===== src/hdl/backplane_output_consts.svh =====
// offsets, field positions, reset values and bus answers of the output bank
// assumes the includer works on a 32-bit AXI4-Lite word map, one word per offset
//
// Behaviour
// - write at 0x8: bits 5..0 become pending bits 13..8 of converter one
// - write at 0x9: byte becomes bits 7..0, completing converter one code
// - high byte waits; converter output changes only on its low byte write
// - write at 0xD: bits 5..0 become pending bits 13..8 of converter two
// - write at 0xE: byte becomes bits 7..0 and converter two updates
// - codes are unsigned 14-bit; 0 most negative, 8192 zero, 16383 full
// - control bit 0 at 0xA held 1 keeps unit in reset; 0 releases
// - on reset both converter codes return to mid-scale 8192
// - bit n at 0xB drives open-drain driver n; 1 pulls line low
// - spare outputs follow the byte last written at 0xC
// - status bit 1 reads 0 while unit reset active, else 1
`ifndef BACKPLANE_OUTPUT_CONSTS_SVH
`define BACKPLANE_OUTPUT_CONSTS_SVH

// ****************************************************************
// register indices; byte address is four times the index
// ****************************************************************
`define IDX_STATUS 4'h2
`define IDX_CONV_A_HIGH 4'h8
`define IDX_CONV_A_LOW 4'h9
`define IDX_UNIT_RESET 4'ha
`define IDX_SINK_DRIVER 4'hb
`define IDX_SPARE_LINES 4'hc
`define IDX_CONV_B_HIGH 4'hd
`define IDX_CONV_B_LOW 4'he

// ****************************************************************
// fields and reset values
// ****************************************************************
`define HIGH_FIELD_MSB 5
`define RESET_BIT 0
`define CONV_WIDTH 14
`define CONV_MID 14'h2000
`define STATUS_FILL 6'h3f
`define BYTE_CLEAR 8'h00

// ****************************************************************
// bus answers
// ****************************************************************
`define RESP_OKAY 2'h0
`define RESP_SLVERR 2'h2

`endif


===== src/hdl/backplane_output_pkg.sv =====
// types shared by the output register bank and its bench
// assumes the constants header is compiled alongside
package backplane_output_pkg;

    // ****************************************************************
    // stored output state of the bank
    // ****************************************************************
    typedef struct packed {
        logic [13:0] convA;
        logic [13:0] convB;
        logic [5:0] pendA;
        logic [5:0] pendB;
        logic unitReset;
        logic [7:0] sinkCtl;
        logic [7:0] spare;
    } outRegs_t;

    // ****************************************************************
    // converter codes as driven out
    // ****************************************************************
    typedef struct packed {
        logic [13:0] first_converter;
        logic [13:0] second_converter;
    } convCodes_t;

    // ****************************************************************
    // bus slave bookkeeping
    // ****************************************************************
    typedef struct packed {
        logic awHeld;
        logic [3:0] awIdx;
        logic awOk;
        logic wHeld;
        logic [7:0] wByte;
        logic wLane;
        logic bvalid;
        logic [1:0] bresp;
        logic rvalid;
        logic [31:0] rdata;
        logic [1:0] rresp;
    } busRegs_t;

endpackage : backplane_output_pkg


===== src/hdl/backplane_output_register_bank.sv =====
// write-only output register bank of the backplane, with its status word
// assumes an AXI4-Lite master on the same clock and a synchronous low reset
//
// Added by the designer: the AXI4-Lite slave port.
`timescale 1ns/1ps
`include "backplane_output_consts.svh"

module backplane_output_register_bank #(
    parameter int ADDR_WIDTH = 8
) (
    input wire logic clock,
    input wire logic rst_b,
    input wire logic ce,
    // axi4-lite slave
    input wire logic [ADDR_WIDTH-1:0] s_axi_awaddr,
    input wire logic s_axi_awvalid,
    output logic s_axi_awready,
    input wire logic [31:0] s_axi_wdata,
    input wire logic [3:0] s_axi_wstrb,
    input wire logic s_axi_wvalid,
    output logic s_axi_wready,
    output logic [1:0] s_axi_bresp,
    output logic s_axi_bvalid,
    input wire logic s_axi_bready,
    input wire logic [ADDR_WIDTH-1:0] s_axi_araddr,
    input wire logic s_axi_arvalid,
    output logic s_axi_arready,
    output logic [31:0] s_axi_rdata,
    output logic [1:0] s_axi_rresp,
    output logic s_axi_rvalid,
    input wire logic s_axi_rready,
    // backplane side
    input wire logic busyLine_b,
    output backplane_output_pkg::convCodes_t convCodes,
    output logic unitResetOut,
    output logic [7:0] sinkOut,
    output logic [7:0] sinkOe,
    output logic [7:0] spare_output_line
);
    import backplane_output_pkg::*;

    // ****************************************************************
    // address decode
    // ****************************************************************

    // word index of a byte address; bits above the map are dropped here and checked by inMap
    function automatic logic [3:0] wordIndex(input logic [ADDR_WIDTH-1:0] addr);
        wordIndex = addr[5:2];
    endfunction : wordIndex

    // true only for aligned addresses that land inside the sixteen words
    function automatic logic inMap(input logic [ADDR_WIDTH-1:0] addr);
        inMap = (addr[1:0] == 2'h0) && (addr[ADDR_WIDTH-1:6] == '0);
    endfunction : inMap

    // ****************************************************************
    // state
    // ****************************************************************
    outRegs_t st;
    outRegs_t next_st;
    busRegs_t bus;
    busRegs_t next_bus;
    logic busyMeta;
    logic busySync;
    logic [3:0] rdIdx;
    logic [3:0] wrIdx;

    // ****************************************************************
    // busy line synchroniser
    // ****************************************************************

    // the line comes from any slot, so it is foreign to this clock
    always_ff @(posedge clock) begin
        if (!rst_b) begin
            busyMeta <= 1'b1;
            busySync <= 1'b1;
        end else if (ce) begin
            busyMeta <= busyLine_b;
            busySync <= busyMeta;
        end
    end

    // ****************************************************************
    // next-state logic
    // ****************************************************************

    // one write and one read are handled at a time; writes act once both halves are in
    always_comb begin
        next_st = st;
        next_bus = bus;
        wrIdx = bus.awIdx;
        rdIdx = wordIndex(s_axi_araddr);
        // address and data are taken independently, in either order
        if (s_axi_awvalid && s_axi_awready) begin
            next_bus.awHeld = 1'b1;
            next_bus.awIdx = wordIndex(s_axi_awaddr);
            next_bus.awOk = inMap(s_axi_awaddr);
        end
        if (s_axi_wvalid && s_axi_wready) begin
            next_bus.wHeld = 1'b1;
            next_bus.wByte = s_axi_wdata[7:0];
            next_bus.wLane = s_axi_wstrb[0];
        end
        // both halves held: perform the write and raise the response
        if (bus.awHeld && bus.wHeld && !bus.bvalid) begin
            next_bus.awHeld = 1'b0;
            next_bus.wHeld = 1'b0;
            next_bus.bvalid = 1'b1;
            next_bus.bresp = bus.awOk ? `RESP_OKAY : `RESP_SLVERR;
            // a cleared lane-0 strobe leaves the byte register untouched
            if (bus.awOk && bus.wLane) begin
                case (wrIdx)
                    `IDX_CONV_A_HIGH: begin
                        next_st.pendA = bus.wByte[`HIGH_FIELD_MSB:0];
                    end
                    `IDX_CONV_A_LOW: begin
                        next_st.convA = {st.pendA, bus.wByte};
                    end
                    `IDX_UNIT_RESET: begin
                        next_st.unitReset = bus.wByte[`RESET_BIT];
                    end
                    `IDX_SINK_DRIVER: begin
                        next_st.sinkCtl = bus.wByte;
                    end
                    `IDX_SPARE_LINES: begin
                        next_st.spare = bus.wByte;
                    end
                    `IDX_CONV_B_HIGH: begin
                        next_st.pendB = bus.wByte[`HIGH_FIELD_MSB:0];
                    end
                    `IDX_CONV_B_LOW: begin
                        next_st.convB = {st.pendB, bus.wByte};
                    end
                    default: begin
                        next_st = next_st;
                    end
                endcase
            end
        end
        if (bus.bvalid && s_axi_bready) begin
            next_bus.bvalid = 1'b0;
        end
        // unit reset holds converters at zero volts and drivers off
        if (next_st.unitReset) begin
            next_st.convA = `CONV_MID;
            next_st.convB = `CONV_MID;
            next_st.pendA = '0;
            next_st.pendB = '0;
            next_st.sinkCtl = `BYTE_CLEAR;
        end
        // reads only sample state; nothing stored changes on them
        if (s_axi_arvalid && s_axi_arready) begin
            next_bus.rvalid = 1'b1;
            next_bus.rresp = `RESP_OKAY;
            next_bus.rdata = 32'h0000_0000;
            if (!inMap(s_axi_araddr)) begin
                next_bus.rresp = `RESP_SLVERR;
            end else if (rdIdx == `IDX_STATUS) begin
                next_bus.rdata[7:0] = {`STATUS_FILL, ~st.unitReset, busySync};
            end
        end else if (bus.rvalid && s_axi_rready) begin
            next_bus.rvalid = 1'b0;
        end
    end

    // ****************************************************************
    // registers
    // ****************************************************************

    // clock enable low freezes every flip-flop of the bank
    always_ff @(posedge clock) begin
        if (!rst_b) begin
            st.convA <= `CONV_MID;
            st.convB <= `CONV_MID;
            st.pendA <= '0;
            st.pendB <= '0;
            st.unitReset <= 1'b0;
            st.sinkCtl <= `BYTE_CLEAR;
            st.spare <= `BYTE_CLEAR;
            bus <= '0;
        end else if (ce) begin
            st <= next_st;
            bus <= next_bus;
        end
    end

    // ****************************************************************
    // outputs
    // ****************************************************************

    // ready terms stay low while a half is held or an answer waits
    // ce low hides every handshake term: a frozen slave neither drops a request nor answers twice
    assign s_axi_awready = ce && !bus.awHeld && !bus.bvalid;
    assign s_axi_wready = ce && !bus.wHeld && !bus.bvalid;
    assign s_axi_arready = ce && !bus.rvalid;
    assign s_axi_bvalid = ce && bus.bvalid;
    assign s_axi_bresp = bus.bresp;
    assign s_axi_rvalid = ce && bus.rvalid;
    assign s_axi_rdata = bus.rdata;
    assign s_axi_rresp = bus.rresp;

    // open drain: driver on means enable high with a low level
    assign sinkOe = st.sinkCtl;
    assign sinkOut = `BYTE_CLEAR;
    assign spare_output_line = st.spare;
    assign unitResetOut = st.unitReset;
    assign convCodes.first_converter = st.convA;
    assign convCodes.second_converter = st.convB;

endmodule : backplane_output_register_bank


===== config.mk =====
export PLATFORM = sky130hd
export DESIGN_NAME = backplane_output_register_bank
export DESIGN_NICKNAME = d
export VERILOG_FILES = /design/src/hdl/backplane_output_pkg.sv /design/src/hdl/backplane_output_register_bank.sv
export VERILOG_INCLUDE_DIRS = /design/src /design/src/hdl
export SDC_FILE = /design/constraint.sdc
export NUM_CORES = 1
export LEC_CHECK = 0
export BUFFER_PORTS_ARGS = -buffer_cell sky130_fd_sc_hd__buf_2
export CAP_MARGIN = 20
export CELL_PAD_IN_SITES_DETAIL_PLACEMENT = 1
export CELL_PAD_IN_SITES_GLOBAL_PLACEMENT = 2
export CORE_MARGIN = 1.5
export CORE_UTILIZATION = 28
export CTS_CLUSTER_DIAMETER = 120
export DETAILED_ROUTE_END_ITERATION = 6
export PLACE_DENSITY_LB_ADDON = 0.1
export SLEW_MARGIN = 20
export SYNTH_ARGS = -nofsm -noshare
export SYNTH_HDL_FRONTEND = slang
export SYNTH_SLANG_ARGS = --single-unit

===== constraint.sdc =====
create_clock -name clock -period 2.6 [get_ports clock]
set_input_delay 0.39 -clock clock [delete_from_list [all_inputs] [get_ports clock]]
set_output_delay 0.39 -clock clock [all_outputs]
set_load 0.01 [all_outputs]

==> metrics.cfg, run 1 <==
[run_status]
status = finished, final reports clean

[die]
num_rows = 43
die-height_um = 123.1
pin_count = 155
core-area_um2 = 13990
start_util_pct = 28.86
dieWidth_um = 123.1
fp.dieArea_um2 = 15150

[job]
cap_viol_max_count = 0

[clock_network]
h-tree-depth = 3
clkLatencyLatePin_ns = 0.33
cts_tree = done
cts_made_buffers = 9
clkSinkCount = 82
cts_buffer_depth = 2
cts_resized = 0
clk_pin_slew_ns = 0.06
postCtsSetupBuffers = 0
cts_root_buf = clkbuf_16
postCtsHoldBufs = 0

[layout]
num_antenna_cells = 0
fillCellCount = 1689
nets = 539
final_core_util_pct = 31.90
final_layout_size_suffix_gt1_share_pct = 25.88
syn_to_final_growth_pct = 10.54

[worst_setup_path]
crit_top_cell = mux2i_1
crit_fanout = 8
path_buf_inv = 0
slowest_delay_ns = 0.57
path_cells = nand4bb_1, mux2i_1, nand4_1, mux2i_1
slowest_stage = mux2i_1
cp.arrival_ns = 2.51
critPathRequiredTime_ns = 2.85
crit_path_end_kind = flop
cp_top_family = multiplexers
critical_path_class = reg -> reg
cp-start-kind = flop

[power]
vdd_drop_max_mv = 0.2653
powerDensity_nw_per_um2 = 639.8
leakage_uw = 0.002072
p_total_uw = 2854

[logic_synthesis]
synth_edf_count = 0
synth_cell_types = 45
synth_seq_area_share_pct = 40.67
ys.flop_type = dfxtp_1
syn_area_um2 = 4036
async_reset_ff_share_pct = 0
ys_seq_elements = 82
yosysWarningCount = 0
syn_area_per_cell_um2 = 9.070
netlist_instances = 445

[timing]
rsz0062_at_grt = false
drv_slew = 0
max_slew_margin_pct = 56.25
hold_ws_ns = 0.2704
fin_crit_sh_pct = 87.07
period_minus_slack_ns = 2.264
max_freq_ghz = 0.4417
hold_viol_final = 0
timing.final.ws_setup_ns = 0.3362
skew_ns = 0.003107
setup_tns_ns = 0
setup_violations = 0
worstMarginPinSlew_ns = 0.6478

[detailed_routing]
wl_per_cell_um = 14.81
drt_wl_total_um = 9820
antenna_left = 0
drt_iter0_drc = 104
drc = 0
drtPass1Iterations = 4
routed_via_density = 4.400
vias = 2917

[placed_design]
dpl_worst_slack_ns = 0.3211
numPortBuffers = 93
dp_hpwl_um = 7056
gp_congestion = 0.7415

[global_route]
grtUsageTotal_pct = 13.45
grt_overflow = 0
antenna_found_initial = 0
grt_max_degree = 52
grt_pass1_vias = 2857
grt_pass1_wl_um = 15350

[min_path]
hp-class = in -> reg

## tightest hold or removal path, delay by kind of cell
kind                   cells  cell delay [ns]
buffers and inverters      1             0.07
multiplexers               1             0.05
AND/OR/NAND/NOR            1             0.05
## where the power goes
group          internal [uW]  switching [uW]
clock                    918             501
combinational           48.8            94.2
sequential              1270            19.6
## metal layers
metal	up-vias	GRT usage (%)	part of all wire, %
met1	1398	17.00	46
met5	-	0	0
met4	0	3.879	1.1
li1	1443	-	-
met3	7	3.506	4.2
met2	69	22.57	49
## synthesized netlist by cell type, drive strengths merged (2+ instances only)
cell type,n,area [um^2]
clkbuf,15,56.30
nand2b,4,25.02
nand2,77,294.0
nor3b,2,20.02
nor3,2,10.01
o21ai,2,13.76
nor2,25,93.84
and2,5,31.28
nand4,22,152.7
a211oi,3,22.52
mux2i,64,640.6
nor4,3,18.77
buf,96,724.4
inv,6,22.52
a21oi,15,75.07
or3b,2,20.02
dfxtp,82,1642
## final timing paths
check | start | endpoint | slack (ns) | depth (start not counted)
max reg2reg | wrIdx[0] | st[24] | 0.34 | 4
max | wrIdx[0] | st[24] | 0.34 | 4
min | busyLine_b | busyMeta | 0.27 | 3
min reg2reg | s_axi_rdata[0] | s_axi_rdata[0] | 0.45 | 2
## registers in the layout (all words and copies together), names as in the netlist
register / flops
busySync: 1
s_axi_rresp: 1
busyMeta: 1
s_axi_bresp: 1
s_axi_rdata: 3
st: 12
bus: 14
spare_output_line: 8
convCodes: 28
sinkOe: 8
unitResetOut: 1
wrIdx: 4
## cells in the final DEF (no fill, tap or decap), drive strengths merged, types with 2 or more instances in the layout
cell type  Yosys  routed
nor4           3       3
inv            6       6
bufinv         0       2
clkbuf        15      12
nand4         22      22
buf           96     100
nor2          25      25
mux2i         64      64
nand2         77      77
dfxtp         82      82
a21oi         15      15
conb           1      34
nand2b         4       4
o21ai          2       2
nor3           2       2
nor3b          2       2
a211oi         3       3
or3b           2       2
and2           5       5
## kinds of logic (layout without fill, tap and decap cells)
family                 after synthesis  in the layout  synth area share [%]
multiplexers                        64             64                 15.87
other                                1             34               0.09291
buffers and inverters              117            122                 19.90
AO/OA/AOI/OAI                       30             30                 5.115
XOR/XNOR                             1              1                0.2170
flip-flops                          82             82                 40.67
AND/OR/NAND/NOR                    150            150                 18.13
## stage by stage
step / instances / cell area (um^2)
2_1_floorplan: 478 / 4160
3_3_place_gp: 647 / 4123
3_5_place_dp: 647 / 4123
4_1_cts: 663 / 4462
5_1_grt: 663 / 4462
6_report: 663 / 4462
## final cells by class
cell class / count / area (um^2) / area share (%)
Sequential cell: 82 / 1642 / 36.79
Inverter: 6 / 22.52 / 0.5048
Tap cell: 180 / 225.2 / 5.048
Clock inverter: 4 / 72.57 / 1.626
Clock buffer: 12 / 266.5 / 5.973
Multi-Input combinational cell: 279 / 1715 / 38.45
Timing Repair Buffer: 100 / 518.0 / 11.61
Note: power is estimated with default switching activity, not from simulation.
==> inputs of run 2 (changes only) <==
- CORE_UTILIZATION: 28 -> 30
- clock period: 2.6 -> 2.8 ns (I/O delays scaled with it)
==> metrics.cfg, run 2 (synthesis gave the netlist of run 1 again) <==
[global_route]
grt.busiest_layer = met2
grt_pass1_wl_um = 15200  ; -0.99%
grtUsageTotal_pct = 13.72  ; +0.27 points
antenna_found_initial = 0  ; unchanged
use_met3_pct = 3.640  ; +0.13 points
grt_max_degree = 60  ; +15%
grt_pass1_vias = 2890  ; +1.2%
grt_use_met1_pct = 17.36  ; +0.35 points
use_met2_pct = 23.19  ; +0.62 points
grt_overflow = 0  ; unchanged

[die]
core-area_um2 = 13190  ; -5.7%
fp.dieArea_um2 = 14160  ; -6.5%
start_util_pct = 30.60  ; +1.7 points
dieWidth_um = 119.0  ; -3.3%
die-height_um = 119.0  ; -3.3%
num_rows = 42  ; -2.3%
pin_count = 155  ; unchanged

[layout]
nets = 541  ; +0.37%
final_core_util_pct = 33.66  ; +1.8 points
final_layout_size_suffix_gt1_share_pct = 25.98  ; +0.099 points
final_cell_mix = buf_2, dfxtp_1, nand2_1
largest_reg_flops = 28  ; unchanged
syn_to_final_growth_pct = 9.981
num_antenna_cells = 0  ; unchanged
final_common_cell = buf_2

[timing]
period_minus_slack_ns = 2.096  ; -0.1683 ns
worstMarginPinSlew_ns = 0.6658  ; +0.01799 ns
setup_tns_ns = 0  ; unchanged
drv_slew = 0  ; unchanged
skew_ns = 0.007758  ; +0.004651 ns
hold_ws_ns = 0.3050  ; +0.03461 ns
rsz0062_at_grt = false
max_freq_ghz = 0.4772  ; +8.0%
hold_viol_final = 0  ; unchanged
fin_crit_sh_pct = 74.84  ; -12 points
max_slew_margin_pct = 54.99  ; -1.3 points
setup_violations = 0  ; unchanged

[power]
leakage_uw = 0.002061  ; -0.51%
vdd_drop_max_mv = 0.3430  ; +29%
powerDensity_nw_per_um2 = 572.1  ; -11%

[worst_setup_path]
cp-start-kind = flop
crit_top_cell = mux2i_1
cp.arrival_ns = 2.35  ; -0.16 ns
slowest_delay_ns = 0.55  ; -0.02 ns
slowest_stage = mux2i_1
path_cells = nand4bb_1, mux2i_1, nand4_1, mux2i_1
crit_fanout = 8  ; unchanged
crit_path_end_kind = flop
critPathRequiredTime_ns = 3.05  ; +0.20 ns
critical_path_class = reg -> reg

[run_status]
status = finished, final reports clean

[detailed_routing]
drtPass1Iterations = 4  ; unchanged
antenna_left = 0  ; unchanged
vias = 2922  ; +0.17%
drt_iter0_drc = 98  ; -5.8%
wl_per_cell_um = 14.55  ; -1.7%
drt_wl_total_um = 9620  ; -2.0%
drc = 0  ; unchanged
routed_via_density = 4.421  ; +0.47%

[clock_network]
cts_tree = done
postCtsSetupBuffers = 0  ; unchanged
clkLatencyLatePin_ns = 0.34  ; about the same
postCtsHoldBufs = 0  ; unchanged
cts_made_buffers = 9  ; unchanged
cts_resized = 0  ; unchanged
clk_pin_slew_ns = 0.06  ; about the same
cts_root_buf = clkbuf_16
cts_buffer_depth = 2  ; unchanged
h-tree-depth = 3  ; unchanged
clkSinkCount = 82  ; unchanged

[placed_design]
gp_congestion = 0.7045  ; -5.0%
numPortBuffers = 93  ; unchanged
dp_hpwl_um = 6851  ; -2.9%

[job]
cap_viol_max_count = 0  ; unchanged

[min_path]
hp-class = in -> reg

-- run 2: final timing paths --
| check | from | cells after the start | end | slack, ns |
|---|---|---|---|---|
| worst max-delay path | wrIdx[0] | 4 | sinkOe[1] | 0.70 |
| worst min-delay path | busyLine_b | 3 | busyMeta | 0.30 |
| worst max register to register | wrIdx[0] | 4 | sinkOe[1] | 0.70 |
| worst min register to register | convCodes[23] | 2 | convCodes[23] | 0.45 |
-- run 2: metal layers --
metal / vias up / wire [um]
met3: 7 / 429
met1: 1397 / 4409
met4: 0 / 85
met5: - / 0
li1: 1450 / -
met2: 68 / 4696
-- run 2: area by class of cell --
class / instances / area (um^2)
multi-input combinational: 279 / 1715
inverter: 6 / 22.52
clock buffer: 11 / 242.7
tap: 176 / 220.2
clock inverter: 5 / 63.81
fill: 1572 / 8751
sequential: 82 / 1642
timing repair buffer: 102 / 533.0
-- run 2: worst max-delay path: cells and delay by family (launching register included) --
kind	cells	cell delay [ns]
flops	1	0.47
simple gates	2	0.71
mux	2	0.83
-- run 2: through the flow --
stage / area [um^2] / std cells / worst slack, ns / power (uW)
finish: 4439 / 661 / 0.7045 / 2540
floorplan: 4160 / 478 / 0.9953 / 1349
CTS: 4439 / 661 / 0.6624 / 2579
global placement: 4133 / 645 / 0.7162 / 1360
global route: 4439 / 661 / 0.5590 / 2649
detailed placement: 4133 / 645 / 0.6802 / 1362
-- run 2: power breakdown --
group	total (uW)	internal, uW	switching, uW
clock	1210	720	486
combinational	133	45.4	88.0
sequential	1200	1180	18.1
